File: src/sdl_consts.vh
`ifndef SDL_CONSTS_VH
`define SDL_CONSTS_VH
`define SDL_WORD_BITS 16
`define SDL_CODE_BITS 12
`define SDL_WORD_RST 16'h0000
`define SDL_CODE_RST 12'h000
`define SDL_BITCNT_RST 5'h00
`define SDL_BITCNT_LAST 5'h10
`define SDL_SYNC_RST 6'h1c
`define SDL_CLK_PERIOD_NS 20
`define SDL_LOAD_MIN_NS 50
`define SDL_LOAD_MIN_CYC ((`SDL_LOAD_MIN_NS + `SDL_CLK_PERIOD_NS - 1) / `SDL_CLK_PERIOD_NS)
`define SDL_FIFO_WIDTH 12
`define SDL_FIFO_DEPTH 4
`endif

File: src/sdl_fifo.v
`timescale 1ns/100ps
`default_nettype none
module sdl_fifo #(
    parameter WIDTH = 12,
    parameter DEPTH = 4,
    parameter AW = 2
) (
    input wire clk,
    input wire rst,
    input wire in_valid,
    output wire in_ready,
    input wire [WIDTH-1:0] in_data,
    output wire out_valid,
    input wire out_ready,
    output wire [WIDTH-1:0] out_data
);
    reg [WIDTH-1:0] mem [0:DEPTH-1];
    reg [AW-1:0] wr_ptr_reg;
    reg [AW-1:0] rd_ptr_reg;
    reg [AW:0] count_reg;
    wire do_wr;
    wire do_rd;
    assign in_ready = (count_reg != DEPTH[AW:0]);
    assign out_valid = (count_reg != {(AW+1){1'b0}});
    assign out_data = mem[rd_ptr_reg];
    assign do_wr = in_valid && in_ready;
    assign do_rd = out_valid && out_ready;
    always @(posedge clk) begin
        if (do_wr) begin
            mem[wr_ptr_reg] <= in_data;
        end
        if (rst) begin
            wr_ptr_reg <= {AW{1'b0}};
            rd_ptr_reg <= {AW{1'b0}};
            count_reg <= {(AW+1){1'b0}};
        end else begin
            if (do_wr) begin
                wr_ptr_reg <= wr_ptr_reg + 1'b1;
            end
            if (do_rd) begin
                rd_ptr_reg <= rd_ptr_reg + 1'b1;
            end
            if (do_wr && !do_rd) begin
                count_reg <= count_reg + 1'b1;
            end else if (do_rd && !do_wr) begin
                count_reg <= count_reg - 1'b1;
            end
        end
    end
endmodule // sdl_fifo
`default_nettype wire

File: src/sdl_word_loader.v
`include "sdl_consts.vh"
`timescale 1ns/100ps
`default_nettype none
module sdl_word_loader (
    input wire sys_clk,
    input wire rst,
    input wire shift_clk,
    input wire shift_data,
    input wire frame_n,
    input wire latch_load_n,
    input wire latch_clear_n,
    input wire chain_enable,
    output reg serial_out,
    output reg [`SDL_CODE_BITS-1:0] dac_code,
    output reg dac_update,
    output reg [`SDL_CODE_BITS-1:0] code_data,
    output reg code_valid,
    input wire code_ready
);
    // Bit positions of each pin inside the synchroniser words
    localparam SYNC_CLK = 0;
    localparam SYNC_DATA = 1;
    localparam SYNC_FRAME = 2;
    localparam SYNC_LOAD = 3;
    localparam SYNC_CLEAR = 4;
    localparam SYNC_CHAIN = 5;

    // Two-stage synchronisers for every pin
    reg [5:0] sync1_reg;
    reg [5:0] sync2_reg;
    reg sclk_prev_reg;
    reg load_prev_reg;
    reg [`SDL_WORD_BITS-1:0] shift_reg;
    reg [4:0] bit_cnt_reg;
    reg [`SDL_CODE_BITS-1:0] latch_reg;
    reg upd_reg;
    wire s_clk;
    wire s_data;
    wire s_frame_n;
    wire s_load_n;
    wire s_clear_n;
    wire s_chain;
    wire sclk_fall;
    wire load_fall;
    wire auto_upd;
    wire strobe_upd;
    wire fifo_in_ready;
    wire fifo_out_valid;
    wire [`SDL_CODE_BITS-1:0] fifo_out_data;
    wire [`SDL_WORD_BITS-1:0] shift_next;

    // Falling edge of a synchronised pin, one sys_clk wide;
    // both detectors start at the idle level so a reset makes no edge
    function edge_fell;
        input prev;
        input now;
        begin
            edge_fell = prev && !now;
        end
    endfunction

    // Last bit of a 16-bit word; the counter wraps here
    function word_done;
        input [4:0] cnt;
        begin
            word_done = (cnt == `SDL_BITCNT_LAST - 5'h01);
        end
    endfunction

    // Code field of an input word;
    // the upper four bits are don't-care and never reach the latch
    function [`SDL_CODE_BITS-1:0] code_of;
        input [`SDL_WORD_BITS-1:0] w_in;
        begin
            code_of = w_in[`SDL_CODE_BITS-1:0];
        end
    endfunction

    // Queue head may take a new word when empty or being read
    function head_free;
        input valid;
        input ready;
        begin
            head_free = !valid || ready;
        end
    endfunction

    assign s_clk = sync2_reg[SYNC_CLK];
    assign s_data = sync2_reg[SYNC_DATA];
    assign s_frame_n = sync2_reg[SYNC_FRAME];
    assign s_load_n = sync2_reg[SYNC_LOAD];
    assign s_clear_n = sync2_reg[SYNC_CLEAR];
    assign s_chain = sync2_reg[SYNC_CHAIN];
    // Shift clock at 160 ns gives four system clocks per half period, enough to see each edge
    assign sclk_fall = edge_fell(sclk_prev_reg, s_clk);
    // Strobes shorter than the minimum width may be missed by the synchroniser
    assign load_fall = edge_fell(load_prev_reg, s_load_n);
    assign shift_next = {shift_reg[`SDL_WORD_BITS-2:0], s_data};
    // Automatic update on the sixteenth fall while latch load sits low
    assign auto_upd = sclk_fall && !s_frame_n && !s_load_n && word_done(bit_cnt_reg);
    assign strobe_upd = load_fall;

    always @(posedge sys_clk) begin
        if (rst) begin
            // Idle pin levels, so a release makes no false clear, frame or strobe
            sync1_reg <= `SDL_SYNC_RST;
            sync2_reg <= `SDL_SYNC_RST;
            sclk_prev_reg <= 1'b0;
            load_prev_reg <= 1'b1;
        end else begin
            sync1_reg <= {chain_enable, latch_clear_n, latch_load_n, frame_n, shift_data,
                shift_clk};
            sync2_reg <= sync1_reg;
            sclk_prev_reg <= s_clk;
            load_prev_reg <= s_load_n;
        end
    end

    // Data sampled on falling shift-clock edges while frame is low
    always @(posedge sys_clk) begin
        if (rst) begin
            shift_reg <= `SDL_WORD_RST;
            bit_cnt_reg <= `SDL_BITCNT_RST;
        end else if (s_frame_n) begin
            bit_cnt_reg <= `SDL_BITCNT_RST;
        end else if (sclk_fall) begin
            shift_reg <= shift_next;
            // Counter wraps every word so chained frames keep counting
            if (word_done(bit_cnt_reg)) begin
                bit_cnt_reg <= `SDL_BITCNT_RST;
            end else begin
                bit_cnt_reg <= bit_cnt_reg + 5'h01;
            end
        end
    end

    // Latch update; clear overrides and holds zero
    // Clear is a level, so the pulse stays high and the queue fills with zeros while it lasts
    always @(posedge sys_clk) begin
        if (rst) begin
            latch_reg <= `SDL_CODE_RST;
            upd_reg <= 1'b0;
        end else if (!s_clear_n) begin
            latch_reg <= `SDL_CODE_RST;
            upd_reg <= 1'b1;
        end else if (auto_upd) begin
            latch_reg <= code_of(shift_next);
            upd_reg <= 1'b1;
        end else if (strobe_upd) begin
            latch_reg <= code_of(shift_reg);
            upd_reg <= 1'b1;
        end else begin
            upd_reg <= 1'b0;
        end
    end

    // Chain output is the bit leaving the top of the word
    always @(posedge sys_clk) begin
        if (rst) begin
            serial_out <= 1'b0;
        end else begin
            serial_out <= s_chain ? shift_reg[`SDL_WORD_BITS-1] : 1'b0;
        end
    end

    // Latch and its update pulse leave together, so the code never moves silently
    always @(posedge sys_clk) begin
        if (rst) begin
            dac_code <= `SDL_CODE_RST;
            dac_update <= 1'b0;
        end else begin
            dac_code <= latch_reg;
            dac_update <= upd_reg;
        end
    end

    // Queue head register holds its word until the consumer takes it
    always @(posedge sys_clk) begin
        if (rst) begin
            code_data <= `SDL_CODE_RST;
            code_valid <= 1'b0;
        end else if (head_free(code_valid, code_ready)) begin
            code_valid <= fifo_out_valid;
            code_data <= fifo_out_data;
        end
    end

    // Each latch update is queued; a full queue drops the copy, the latch itself still updates
    sdl_fifo #(
        .WIDTH(`SDL_FIFO_WIDTH),
        .DEPTH(`SDL_FIFO_DEPTH),
        .AW(2)
    ) u_fifo (
        .clk(sys_clk),
        .rst(rst),
        .in_valid(upd_reg && fifo_in_ready),
        .in_ready(fifo_in_ready),
        .in_data(latch_reg),
        .out_valid(fifo_out_valid),
        .out_ready(head_free(code_valid, code_ready)),
        .out_data(fifo_out_data)
    );
endmodule // sdl_word_loader
`default_nettype wire

File: config.mk
export PLATFORM = sky130hd
export DESIGN_NAME = sdl_word_loader
export DESIGN_NICKNAME = d
export VERILOG_FILES = /design/src/sdl_fifo.v /design/src/sdl_word_loader.v
export VERILOG_INCLUDE_DIRS = /design/src
export SDC_FILE = /design/constraint.sdc
export NUM_CORES = 1
export LEC_CHECK = 0
export BUFFER_PORTS_ARGS = -buffer_cell sky130_fd_sc_hd__buf_2
export CORE_UTILIZATION = 53
export DETAILED_ROUTE_END_ITERATION = 8
export PLACE_DENSITY = 0.78
export SYNTH_ARGS = -nofsm -noshare
export SYNTH_HDL_FRONTEND = slang
export SYNTH_HIERARCHICAL = 1
export SYNTH_SLANG_ARGS = --single-unit
File: constraint.sdc
create_clock -name sys_clk -period 2.2 [get_ports sys_clk]
set_input_delay 0.22 -clock sys_clk [delete_from_list [all_inputs] [get_ports sys_clk]]
set_output_delay 0.22 -clock sys_clk [all_outputs]
set_load 0.02 [all_outputs]
; After elaboration in Yosys (flattened, before gate mapping)
; Memory sizes are Yosys's and may differ from the RTL's. A register that Yosys moved wholly into a read port is not among the register bits.
; Cells that the tools add are included.
[totals]
register_bits = 70
mem_bits_rw = 48
input_bits = 9
out_inout_bits = 27
mem_count = 1
[memory_table]
columns = memory, depth, word_bits, read_ports, rd_ports_with_merged_regs, write_ports, line_no
row1 = u_fifo.mem, 4, 12, 1, 1, 1, sdl_fifo.v:17  ; reg [WIDTH-1:0] mem [0:DEPTH-1];
[classes]
addsub = 5
n_eq_ne = 2
n_mux = 10
bitwise_logic = 3
reduce_logical = 24
[op_table]
columns = op, n
row1 = two-way mux 12 bit, 2
row2 = logical AND 1 bit, 10
row3 = logical NOT 1 bit, 6
row4 = two-way mux 3 bit, 2
row5 = OR reduction 2 bit, 3
row6 = adder 5 x 1 -> 5 bit (second input constant), 1
row7 = == test 5 x 4 -> 1 bit (second input constant), 1
row8 = two-way mux 1 bit, 5
row9 = two-way mux 5 bit, 1
row10 = adder 2 x 1 -> 2 bit (second input constant), 2
row11 = nonzero test 2 bit, 2
row12 = adder 3 x 1 -> 3 bit (second input constant), 1
row13 = != test 3 bit (second input constant), 1
row14 = inverter 1 bit, 3
row15 = nonzero test 3 bit, 1
row16 = subtractor 3 x 1 -> 3 bit (second input constant), 1
row17 = AND reduction 2 bit, 1
row18 = logical OR 1 bit, 1

; Logic depth before layout (Yosys ltp)
; Gate-level depths: netlist (run 1).
[logic_depth]
depth_word = 7
depth_mapped = 10
mapped_depth_nobuf = 10

; By module
; The synthesis (run 1) kept the hierarchy.
[modules_own_cells]
columns = mod, instances, cells_per_inst, area_per_inst_um2, seq_area_each_um2
row1 = sdl_word_loader, 1, 273, 2637.5, 1501.4
row2 = sdl_fifo, 1, 110, 2220.9, 1621.6

; Worst setup path before layout (run 1)
; OpenSTA, ideal clock, no wires.
[synth_path]
kind = register to register
startpoint = register code_valid
endpoint = register u_fifo.count_reg[2]
arrival_time_ns = 2.322
setup_slack_ns = -0.193
path_stages_with_launch = 11
cell_sequence = dfxtp_1 -> nor2b_1 -> inv_1 -> clkbuf_1 -> o31ai_2 -> ha_1 -> inv_1 -> fa_1 -> xor2_1 -> or3_1 -> a21oi_1
[synth_between]
elab_chain_len = 6
elab_cells_between_ends = 8
cone_classes = 1 x mux / 7 x reduce/logical
[synth_rtl]
columns = element, line_no
row1 = start: declaration, sdl_word_loader.v:17  ; output reg code_valid,
row2 = start signal: assignment, sdl_word_loader.v:183  ; code_valid <= fifo_out_valid;
row3 = logical NOT 1 bit *, sdl_word_loader.v:84  ; head_free = !valid || ready;
row4 = logical OR 1 bit *, sdl_word_loader.v:84
row5 = logical AND 1 bit *, sdl_fifo.v:27  ; assign do_rd = out_valid && out_ready;
row6 = logical NOT 1 bit, sdl_fifo.v:43  ; if (do_wr && !do_rd) begin
row7 = logical AND 1 bit, sdl_fifo.v:43
row8 = two-way mux 3 bit or nonzero test 2 bit (tied branches), -
row9 = end signal: assignment, sdl_fifo.v:35  ; count_reg <= {(AW+1){1'b0}};
row10 = end signal: assignment, sdl_fifo.v:44  ; count_reg <= count_reg + 1'b1;
row11 = end signal: assignment, sdl_fifo.v:46  ; count_reg <= count_reg - 1'b1;
row12 = end: declaration, sdl_fifo.v:20  ; reg [AW:0] count_reg;
; Every way passes the cells marked *; elsewhere a longest branch is shown, timed or not.
; A chain may end at the register's enable or synchronous reset.

; Worst setup path after layout (run 1)
[layout_path]
startpoint = register u_fifo.count_reg[1]
endpoint = register u_fifo.count_reg[2]
[layout_between]
elab_chain_len = 6
elab_cells_between_ends = 14
cone_classes = 2 x add/sub / 1 x eq/ne / 2 x mux / 9 x reduce/logical
[layout_rtl]
columns = element, line_no
row1 = != test 3 bit *, sdl_fifo.v:23  ; assign in_ready = (count_reg != DEPTH[AW:0]);
row2 = named net fifo_in_ready, sdl_word_loader.v:47  ; wire fifo_in_ready;
row3 = logical AND 1 bit, sdl_word_loader.v:196  ; .in_valid(upd_reg && fifo_in_ready),
row4 = logical AND 1 bit *, sdl_fifo.v:26  ; assign do_wr = in_valid && in_ready;
row5 = named net u_fifo.do_wr, sdl_fifo.v:21  ; wire do_wr;
row6 = logical NOT 1 bit, sdl_fifo.v:45  ; end else if (do_rd && !do_wr) begin
row7 = logical AND 1 bit, sdl_fifo.v:45
row8 = nonzero test 2 bit (no source line), -
; The timed path passes the listed nets; every way through them passes the cells marked *. The select of a mux whose other input is x is not followed.

==> out/results.ini, run 1 <==
[critical_path]
r2r_end=u_fifo/count_reg[2]
end_kind=flop
worstPathMaxFanout=5
slowest_stage=dfxtp_4
crit_family=adder cells
cp_num_cells=10
startpoint_type=flop
worstSetupEndpoint=u_fifo/count_reg[2]
cp.required_ps=2640
crit_path_max_incr_delay_ps=370
critPathBufInv=1
path_cells=nor2_2, nand2_1, and2_1, a21boi_4, ha_2, inv_1, fa_1, xor2_1, or3_1, a21oi_1
rr_startpoint=u_fifo/count_reg[1]
r2r_slack_ps=110
worst-setup-path-type=reg -> reg
reg2reg_depth=10
critPathLaunch=u_fifo/count_reg[1]
arrival_ps=2530

[die]
die_h_um=97.7
fp.coreArea_um2=8810
rows=34
dieArea_um2=9550
die_x_um=97.7
start_util_pct=55.2
io_pins=36

[pwr]
p_comb_share_pct=13.8
switchingPower_mw=1.56
internal_power_mw=5.04
seq_power_share_pct=42.4
vdd_drop_max_uv=753
p_leak_nw=2.21
p_clk_share_pct=43.7
sw_frac_of_total_pct=23.7
power.total_mw=6.60
powerDensity_nw_per_um2=1120

[sta]
fin_crit_sh_pct=94.8
hold_violations=0
period_needed_ps=2090
worst_slack_ps=114
rsz0062_at_grt=false
tightest_slew_ps=673
slew_headroom_pct=55.2
setup_violations=0
max_freq_mhz=479
setup_tns_ps=0
hold_ws_ps=77.3
slew_viol_final=0
skew_ps=8.92

[synth]
synth.distinct_cells=45
avgSynthCellArea_um2=12.7
synth_edf_count=48
synth_top_family_by_area=simple AND/OR/NAND/NOR gates
syn_nets=399
synthCells=383
syn_area_um2=4860
synth_compound_area_share_pct=7.39
synth-xor-area-share_pct=0.901
synth_warnings=6
synth_fa_ha_area_share_pct=1.96
synth-async-reset-ratio_pct=0
ys_ff_latch=132
synth_mux_area_share_pct=8.91
ys.flop_type=dfxtp_1
ys_seq_area_share_pct=64.3
synth_simple_gate_area_share_pct=14.3

[cts]
cts_tree=yes
clk_pin_slew_ps=60
numCtsBuffers=17
cts.sink_count=132
htreeDepth=4
insertion_delay_ps=510
cts-root-buf=clkbuf_8
ctsLongestPathBuffers=2

[cells_and_area]
fin_util_pct=66.9
fin_area_um2=5890
area.growth.synth_to_final_pct=21.3
layout-drive-gt1-share_pct=26.5
diodes=0
stdcell_count=560
largest_reg_flops=48
final_nets=456

[global_routing]
grt.total_usage_pct=18.6
grt_pass1_vias=2927
grt_pass1_wl_um=13500
grt_overflow=0
grt_max_degree=39
antenna_found_initial=0

[route]
avgViaCountPerCell=5.30
via_count=2970
wire_per_inst_um=14.8
route.detailed.drc=4
wl_um=8270
dr.pass1.iters=6
ant_nets=0
drt-initial-drc-count=126

[status]
status=complete, but fails checks
violations=DRC

[hold_path]
min_path_type=in -> reg

[placement]
post-place-ws_ps=-25.1
io_buffers=35
place_inst=521
place_hpwl_um=5070
post_dp_cell_area_um2=5200
gp_congestion=0.724

[flow_run]
cap_violations=0

## cell usage in the layout (no fill, tap or decap), types with 12 or more instances in the layout
master and count:
mux2i_1 14, a21oi_1 31, clkbuf_16 16, nand2_1 61
edfxtp_1 48, dfxtp_1 81, nor3_1 12, buf_4 17
nor2b_1 20, buf_2 35
## per-layer routing
layer,vias up,GRT usage (%),wire (um)
li1,1467,-,-
met5,-,0,0
met3,7,6.01,236
met1,1443,20.7,3560
met4,0,8.62,87
met2,53,32.6,4380
## timing repair
action,4_1_cts,5_1_grt
endpoints found under the setup margin,1,1
cloned,0,0
resized for setup,1,3
hold buffers,6,0
hold endpoints to repair,6,0
setup buffers,0,2
## how the worst min path moves through the flow
| stage | start | to | slack (ps) | depth (start not counted) |
|---|---|---|---|---|
| finish | rst | sclk_prev_reg | 80 | 2 |
| global route | rst | sync1_reg[0] | 80 | 2 |
| CTS | rst | sclk_prev_reg | 50 | 2 |
| detailed placement | sync1_reg[3] | sync2_reg[3] | 400 | 1 |
| global placement | sync1_reg[3] | sync2_reg[3] | 390 | 1 |
| floorplan | frame_n | sync1_reg[2] | 320 | 1 |
## cell families after synthesis
| logic type | Yosys count |
|---|---|
| buffers and inverters | 24 |
| AO/OA/AOI/OAI | 50 |
| AND/OR/NAND/NOR | 138 |
| adder cells (fa/ha/maj) | 7 |
| XOR/XNOR | 5 |
| flip-flops | 132 |
| multiplexers | 27 |
## worst register-to-register path: stages, from the launching register on
cell and delay (ps):
dfxtp_4 370, nor2_2 60, nand2_1 60, and2_1 120
a21boi_4 180, ha_2 190, inv_1 50, fa_1 370
xor2_1 160, or3_1 310, a21oi_1 150
## cell usage after synthesis (5+ instances only)
library cell  number  share of area [%]
mux2i_1           14                2.9
nand2_1           61                4.7
dfxtp_1           84                 35
nor3_1            12                1.2
nor2_1            11               0.85
a21oi_1           31                3.2
xor2_1             5               0.90
mux4_2            10                4.6
a211oi_2           9                2.3
edfxtp_1          48                 30
nor2b_1           21                2.7
ha_1               6                1.5
and2_1             5               0.64
or2_2              8                1.0
clkbuf_1          14                1.1
## area by class of cell
type	count	area (um2)
Clock inverter	9	150
Timing Repair Buffer	58	363
Inverter	4	15.0
Tap cell	108	135
Sequential cell	132	3130
Clock buffer	22	463
Fill cell	619	2910
Multi-Input combinational cell	227	1640
## power by group through the flow
stage               clock [mW]  sequential (mW)  combinational [mW]
finish                    2.89             2.80               0.913
global route              3.05             2.82               0.989
CTS                       2.94             2.80               0.888
detailed placement           0             2.85               0.863
global placement             0             2.84               0.835
floorplan                    0             2.90               0.589
Power figures use the tool's default switching activity.
==> inputs of run 2 (changes only) <==
ABC_AREA = 1   (was not set)
SYNTH_HIERARCHICAL = not set   (was 1)
==> run 2 against run 1 <==
  * The flow now finishes without violations
  * Final area down 0.76%
  * Setup slack better by 130 ps
  * Sequential cell count down 2
  * Power down 0.37%
  * Critical path depth down 1
  * First-iteration DRC count up 83%
  * Sequential share of layout area down 0.38 points
  * Register-to-register slack better by 130 ps
  * Global-route usage up 2.4 points
  * Largest cell class unchanged
  * Largest power group is now sequential cells
==> out/results.ini, run 2 <==
[status]
status=completed  ; was complete, but fails checks

[critical_path]
path_cells=inv_1, a31oi_2, ha_1, inv_1, fa_1, a21oi_1, o21ai_0, o21ai_0, a21oi_1  ; was nor2_2, nand2_1, and2_1, a21boi_4, ha_2, inv_1, fa_1, xor2_1, or3_1, a21oi_1
cp_num_cells=9  ; was 10
crit_family=compound AO/OA/AOI/OAI gates  ; was adder cells
crit_path_max_incr_delay_ps=400  ; was 370 ps
critPathBufInv=2  ; was 1
arrival_ps=2350  ; was 2530 ps
startpoint_type=flop  ; unchanged
r2r_slack_ps=250  ; was 110 ps
worstPathMaxFanout=3  ; was 5
end_kind=flop  ; unchanged
worst-setup-path-type=reg -> reg  ; unchanged
reg2reg_depth=9  ; was 10
rr_startpoint=u_fifo.count_reg[0]  ; was u_fifo/count_reg[1]
cp.required_ps=2600  ; was 2640 ps
r2r_end=u_fifo.count_reg[2]  ; was u_fifo/count_reg[2]
critPathLaunch=u_fifo.count_reg[0]  ; was u_fifo/count_reg[1]
slowest_stage=dfxtp_1  ; was dfxtp_4
worstSetupEndpoint=u_fifo.count_reg[2]  ; was u_fifo/count_reg[2]

[die]
start_util_pct=55.6  ; was 55.2%
die_h_um=98.6  ; was 97.7 um
dieArea_um2=9720  ; was 9550 um2
io_pins=36  ; unchanged
rows=34  ; unchanged
fp.coreArea_um2=8890  ; was 8810 um2
die_x_um=98.6  ; was 97.7 um

[global_routing]
antenna_found_initial=0  ; unchanged
grt_overflow=0  ; unchanged
grt_max_degree=32  ; was 39
grt.total_usage_pct=21.1  ; was 18.6%
grt_pass1_vias=3398  ; was 2927
grt_pass1_wl_um=15700  ; was 13500 um

[sta]
setup_violations=0  ; unchanged
setup_tns_ps=0  ; unchanged
tightest_slew_ps=588  ; was 673 ps
slew_viol_final=0  ; unchanged
hold_violations=0  ; unchanged
rsz0062_at_grt=false  ; unchanged
period_needed_ps=1950  ; was 2090 ps
hold_ws_ps=95.9  ; was 77.3 ps
fin_crit_sh_pct=88.7  ; was 94.8%
skew_ps=9.91  ; was 8.92 ps
max_freq_mhz=512  ; was 479 MHz
slew_headroom_pct=60.8  ; was 55.2%

[synth]
synth_fa_ha_area_share_pct=1.92  ; was 1.96%
ys.flop_type=dfxtp_1  ; unchanged
synthCells=512  ; was 383
synth.distinct_cells=31  ; was 45
syn_nets=528  ; was 399
synth_top_area_cell=dfxtp_1  ; unchanged
yosysMostFrequentCell=nor2_1  ; was dfxtp_1
ys_ff_latch=130  ; was 132
synth_compound_area_share_pct=11.1  ; was 7.39%
synth-xor-area-share_pct=0.354  ; was 0.901%
synth-async-reset-ratio_pct=0  ; unchanged
synth_simple_gate_area_share_pct=16.8  ; was 14.3%
synth_top_family_by_area=simple AND/OR/NAND/NOR gates  ; unchanged
synth_edf_count=48  ; unchanged
avgSynthCellArea_um2=9.65  ; was 12.7 um2
netlist.area_leader.share_pct=33.2  ; was 34.6%
synthTopCellsByCount=93 x nor2_1, 82 x dfxtp_1, 57 x inv_1  ; was 84 x dfxtp_1, 61 x nand2_1, 48 x edfxtp_1
synth_warnings=0  ; was 6
syn_area_um2=4940  ; was 4860 um2
synth_mux_area_share_pct=0  ; was 8.91%
ys_seq_area_share_pct=62.4  ; was 64.3%
synth_area_leaders=dfxtp_1 33%, edfxtp_1 29%, nor2_1 7.1%  ; was dfxtp_1 35%, edfxtp_1 30%, nand2_1 4.7%

[cts]
insertion_delay_ps=520  ; was 510 ps
cts.sink_count=130  ; was 132
numCtsBuffers=17  ; unchanged
clk_pin_slew_ps=60  ; about the same
htreeDepth=4  ; unchanged
cts-root-buf=clkbuf_8  ; unchanged
cts_tree=yes  ; unchanged
ctsLongestPathBuffers=2  ; unchanged

[cells_and_area]
layout-drive-gt1-share_pct=16.8  ; was 26.5%
layout_commonest_cell=nor2_1  ; was dfxtp_1
area.growth.synth_to_final_pct=18.3  ; was 21.3%
diodes=0  ; unchanged
stdcell_count=680  ; was 560
layout_common_cells=93 x nor2_1, 82 x dfxtp_1, 57 x inv_1, 50 x nand2_1, 48 x edfxtp_1  ; was 81 x dfxtp_1, 61 x nand2_1, 48 x edfxtp_1, 35 x buf_2, 31 x a21oi_1
largest_reg_flops=48  ; unchanged
final_nets=575  ; was 456

[pwr]
vdd_drop_max_uv=653  ; was 753 uV
powerDensity_nw_per_um2=1120  ; about the same
p_leak_nw=2.45  ; was 2.21 nW

[route]
avgViaCountPerCell=5.18  ; was 5.30
ant_nets=0  ; unchanged
drt-initial-drc-count=231  ; was 126
route.detailed.drc=0  ; was 4
wire_per_inst_um=14.0  ; was 14.8 um
via_count=3522  ; was 2970
wl_um=9520  ; was 8270 um
dr.pass1.iters=5  ; was 6

[placement]
gp_congestion=0.761  ; was 0.724
place_hpwl_um=5820  ; was 5070 um
io_buffers=35  ; unchanged
place_inst=642  ; was 521

[hold_path]
min_path_type=in -> reg  ; unchanged

[flow_run]
cap_violations=0  ; unchanged

## run 2: changes by cell type after synthesis, sizes merged, moves of 14 or more
cell / delta
inv: +58
nand3: +25
nor2b: -21
mux2i: -14
nor2: +84
o21ai: +47
## run 2: cell type report
| type | count | area, um2 |
|---|---|---|
| fill | 668 | 3040 |
| clock inverter | 9 | 101 |
| sequential | 130 | 3080 |
| multi-input combinational | 296 | 1500 |
| clock buffer | 23 | 478 |
| inverter | 62 | 235 |
| timing repair buffer | 52 | 318 |
| tap | 108 | 135 |
## run 2: worst min-delay path by stage
stage	startpoint	endpoint	slack (ps)	cells after the start
after floorplan	frame_n	sync1_reg[2]	320	1
after CTS	rst	dac_code[6]	70	2
after global routing	rst	dac_update	80	2
after detailed placement	sync1_reg[3]	sync2_reg[3]	390	1
after global placement	sync1_reg[0]	sync2_reg[0]	390	2
final	rst	u_fifo.count_reg[0]	100	2
## run 2: repair_timing
action	4_1_cts	5_1_grt
gates resized for setup	0	1
hold buffers	6	0
setup endpoints to repair	0	1
hold endpoints to repair	6	0
buffers inserted	0	0
## run 2: kinds of logic (layout without fill, tap and decap cells)
family,Yosys count,after routing
AND/OR/NAND/NOR,187,187
flip-flops,130,130
AO/OA/AOI/OAI,100,100
buffers and inverters,86,146
adder cells (fa/ha/maj),7,7
XOR/XNOR,2,2
## run 2: report_power, final
part,internal (mW),leakage [nW],switching [mW],total [mW]
Sequential,2.66,1.07,0.0841,2.74
Clock,1.73,0.285,0.959,2.69
Combinational,0.385,1.09,0.757,1.14
## run 2: worst reg2reg max path, stage by stage (launching register included)
cell and delay, ps:
dfxtp_1 400, inv_1 90, a31oi_2 160, ha_1 180, inv_1 80, fa_1 400
a21oi_1 160, o21ai_0 120, o21ai_0 190, a21oi_1 70
## run 2: metrics by stage
step           cell area [um2]  setup WS [ps]  power, mW  utilization (%)
2_1_floorplan             4940            275       3.58                -
3_3_place_gp              5200            430       3.84             58.5
3_5_place_dp              5200            200       3.91             58.5
4_1_cts                   5840            198       6.62             65.7
5_1_grt                   5850           69.5       6.87             65.8
6_report                  5850            248       6.57             65.8
## run 2: layer usage
metal / up-vias / share of wire (%) / track usage (%) / wire, um
met4: 0 / 1.4 / 8.38 / 138
met3: 12 / 3.9 / 6.45 / 367
met5: - / 0 / 0 / 0
met2: 86 / 54 / 37.4 / 5100
met1: 1664 / 41 / 23.8 / 3920
li1: 1760 / - / - / -
==> inputs of run 3 (changes only) <==
SYNTH_HIERARCHICAL = 1   (was not set)
==> run 3 against run 2 <==
  * Clock power rose by 8.2%
  * Global-route usage up 0.075 points
  * Die area grew 1.1%
  * Core utilization decreased by 1.1 points
  * Power grew 5.5%
  * Synthesized cell count grew 2.3%
  * Critical path type unchanged
  * Largest cell class unchanged
  * Largest power group is now clock
==> out/results.ini, run 3 <==
[status]
status=completed  ; unchanged

[global_routing]
grt.total_usage_pct=21.2  ; was 21.1%
grt_max_degree=42  ; was 32
antenna_found_initial=0  ; unchanged
grt_pass1_wl_um=15700  ; unchanged
grt_pass1_vias=3469  ; was 3398
grt_overflow=0  ; unchanged

[pwr]
internal_power_mw=4.97  ; was 4.78 mW
switchingPower_mw=1.97  ; was 1.80 mW
powerDensity_nw_per_um2=1170  ; was 1120 nW/um2
p_comb_share_pct=17.1  ; was 17.4%
sw_frac_of_total_pct=28.4  ; was 27.4%
seq_power_share_pct=40.9  ; was 41.7%
p_clk_share_pct=41.9  ; was 40.9%
p_leak_nw=2.48  ; was 2.45 nW
vdd_drop_max_uv=728  ; was 653 uV

[sta]
rsz0062_at_grt=false  ; unchanged
max_freq_mhz=517  ; was 512 MHz
setup_violations=0  ; unchanged
period_needed_ps=1930  ; was 1950 ps
hold_violations=0  ; unchanged
setup_tns_ps=0  ; unchanged
fin_crit_sh_pct=87.9  ; was 88.7%
tightest_slew_ps=531  ; was 588 ps
slew_headroom_pct=64.6  ; was 60.8%
skew_ps=7.12  ; was 9.91 ps
slew_viol_final=0  ; unchanged

[route]
dr.pass1.iters=5  ; unchanged
wire_per_inst_um=13.5  ; was 14.0 um
route.detailed.drc=0  ; unchanged
top_layer=met4  ; unchanged
route.met3.wl_um=384  ; was 367 um
drt-initial-drc-count=210  ; was 231
ant_nets=0  ; unchanged
via_count=3614  ; was 3522
avgViaCountPerCell=5.19  ; was 5.18
dr_wl_met2_um=4900  ; was 5100 um
wl_met1_um=3960  ; was 3920 um
wl_um=9430  ; was 9520 um

[placement]
place_hpwl_um=5740  ; was 5820 um
gp_congestion=0.794  ; was 0.761
io_buffers=35  ; unchanged
place_inst=658  ; was 642

[cells_and_area]
final_nets=588  ; was 575
area.growth.synth_to_final_pct=18.8  ; was 18.3%
largest_reg_flops=48  ; unchanged
diodes=0  ; unchanged
layout_common_cells=89 x nor2_1, 84 x dfxtp_1, 60 x nand2_1, 50 x inv_1, 48 x edfxtp_1  ; was 93 x nor2_1, 82 x dfxtp_1, 57 x inv_1, 50 x nand2_1, 48 x edfxtp_1
layout-drive-gt1-share_pct=18.3  ; was 16.8%
layout_commonest_cell=nor2_1  ; unchanged
fillCellCount=712  ; was 668
stdcell_count=696  ; was 680

[flow_run]
cap_violations=0  ; unchanged

[synth]
yosysMostFrequentCell=nor2_1  ; unchanged
synth.distinct_cells=30  ; was 31
syn_area_um2=5000  ; was 4940 um2
synth_area_leaders=dfxtp_1 34%, edfxtp_1 29%, nor2_1 6.7%  ; was dfxtp_1 33%, edfxtp_1 29%, nor2_1 7.1%
syn_nets=540  ; was 528
synthCells=524  ; was 512
synth-xor-area-share_pct=0.526  ; was 0.354%
synth_edf_count=48  ; unchanged
synth_compound_area_share_pct=10.4  ; was 11.1%
synth-async-reset-ratio_pct=0  ; unchanged
ys_seq_area_share_pct=62.5  ; was 62.4%
netlist.area_leader.share_pct=33.6  ; was 33.2%
synth_warnings=6  ; was 0
synth_simple_gate_area_share_pct=17.6  ; was 16.8%
ys_ff_latch=132  ; was 130
ys.flop_type=dfxtp_1  ; unchanged
synth_mux_area_share_pct=0  ; unchanged
synth_top_family_by_area=simple AND/OR/NAND/NOR gates  ; unchanged
avgSynthCellArea_um2=9.54  ; was 9.65 um2
synth_top_area_cell=dfxtp_1  ; unchanged
synth_fa_ha_area_share_pct=1.90  ; was 1.92%
synthTopCellsByCount=89 x nor2_1, 84 x dfxtp_1, 60 x nand2_1  ; was 93 x nor2_1, 82 x dfxtp_1, 57 x inv_1

[critical_path]
cp.required_ps=2620  ; was 2600 ps
arrival_ps=2360  ; was 2350 ps
end_kind=flop  ; unchanged
worst-setup-path-type=reg -> reg  ; unchanged
worstPathMaxFanout=5  ; was 3
startpoint_type=flop  ; unchanged
reg2reg_depth=15  ; was 9

[die]
dieArea_um2=9830  ; was 9720 um2
fp.coreArea_um2=9200  ; was 8890 um2
die_x_um=99.1  ; was 98.6 um
start_util_pct=54.4  ; was 55.6%
rows=35  ; was 34
io_pins=36  ; unchanged
die_h_um=99.1  ; was 98.6 um

[cts]
postCtsSetupBuffers=0  ; unchanged
cts.sink_count=132  ; was 130
clk_pin_slew_ps=60  ; about the same
insertion_delay_ps=530  ; was 520 ps
numCtsBuffers=17  ; unchanged
cts_tree=yes  ; unchanged
htreeDepth=4  ; unchanged
cts-root-buf=clkbuf_8  ; unchanged
ctsLongestPathBuffers=2  ; unchanged

[hold_path]
min_path_type=in -> reg  ; unchanged
hold_path_depth=5  ; was 2

## run 3: cell count changes after synthesis, moves of 4 or more
cell and delta:
nor2_1 -4, o21ai_0 -7, a21oi_2 +7, nand2_1 +10
o21bai_1 -12, inv_1 -7, nand3_1 +10, o21ai_1 +10
clkbuf_1 -4
## run 3: path summary, 6_finish.rpt
path	startpoint	to	slack, ps
worst min-delay path	code_ready	code_valid	150
worst max register to register	u_fifo/count_reg[0]	u_fifo/count_reg[2]	270
worst min register to register	sync1_reg[0]	sync2_reg[0]	410
worst max-delay path	u_fifo/count_reg[0]	u_fifo/count_reg[2]	270
## run 3: cells by family after synthesis
kind of cell    count (synthesis)
flops                         132
simple gates                  204
buf+inv                        82
xor+xnor                        3
compound gates                 96
fa+ha+maj                       7
## run 3: what timing repair did
item                                   4_1_cts  5_1_grt
endpoints found under the hold margin        6        0
gates resized for setup                      0        0
hold buffers                                 6        0
## run 3: worst max-delay path, cell delays in order (launching register included)
cell,delay [ps]
dfxtp_1,410
nor2_2,80
nand2_2,90
nand2_1,50
inv_1,90
nand2_2,100
inv_2,80
ha_1,180
inv_2,50
fa_1,370
inv_1,60
nand2_1,40
nand3_1,70
nand2_1,50
nand2_1,50
nor2_1,40
## run 3: stage by stage
step	power, mW	worst slack, ps	util, %	hold slack, ps	cell area, um2
after CTS	6.98	257	64.6	131	5940
after detailed placement	4.04	268	57.2	397	5260
after global routing	7.27	63.1	64.6	167	5940
after floorplan	3.78	135	-	289	5000
after global placement	3.99	357	57.2	393	5260
final	6.93	267	64.6	150	5940
## run 3: routing by layer
layer	track usage, %	vias to the layer above
met1	24.2	1683
met4	11.1	0
li1	-	1821
met2	36.0	90
met5	0	-
met3	6.32	20
## run 3: layout make-up
type | count | area [um2] | area share [%]
flip-flops and latches | 132 | 3120 | 52.6
well taps | 111 | 139 | 2.34
clock buffers | 17 | 414 | 6.97
multi-input cells | 310 | 1520 | 25.6
inverters | 59 | 221 | 3.73
clock inverters | 15 | 204 | 3.43
repair buffers | 52 | 318 | 5.35
## run 3: power by group through the flow
stage	Clock, mW	Combinational [mW]	Sequential [mW]
after floorplan	0	0.801	2.98
after global placement	0	1.11	2.87
after detailed placement	0	1.15	2.89
after CTS	2.96	1.18	2.84
after global routing	3.07	1.34	2.86
final	2.91	1.19	2.84
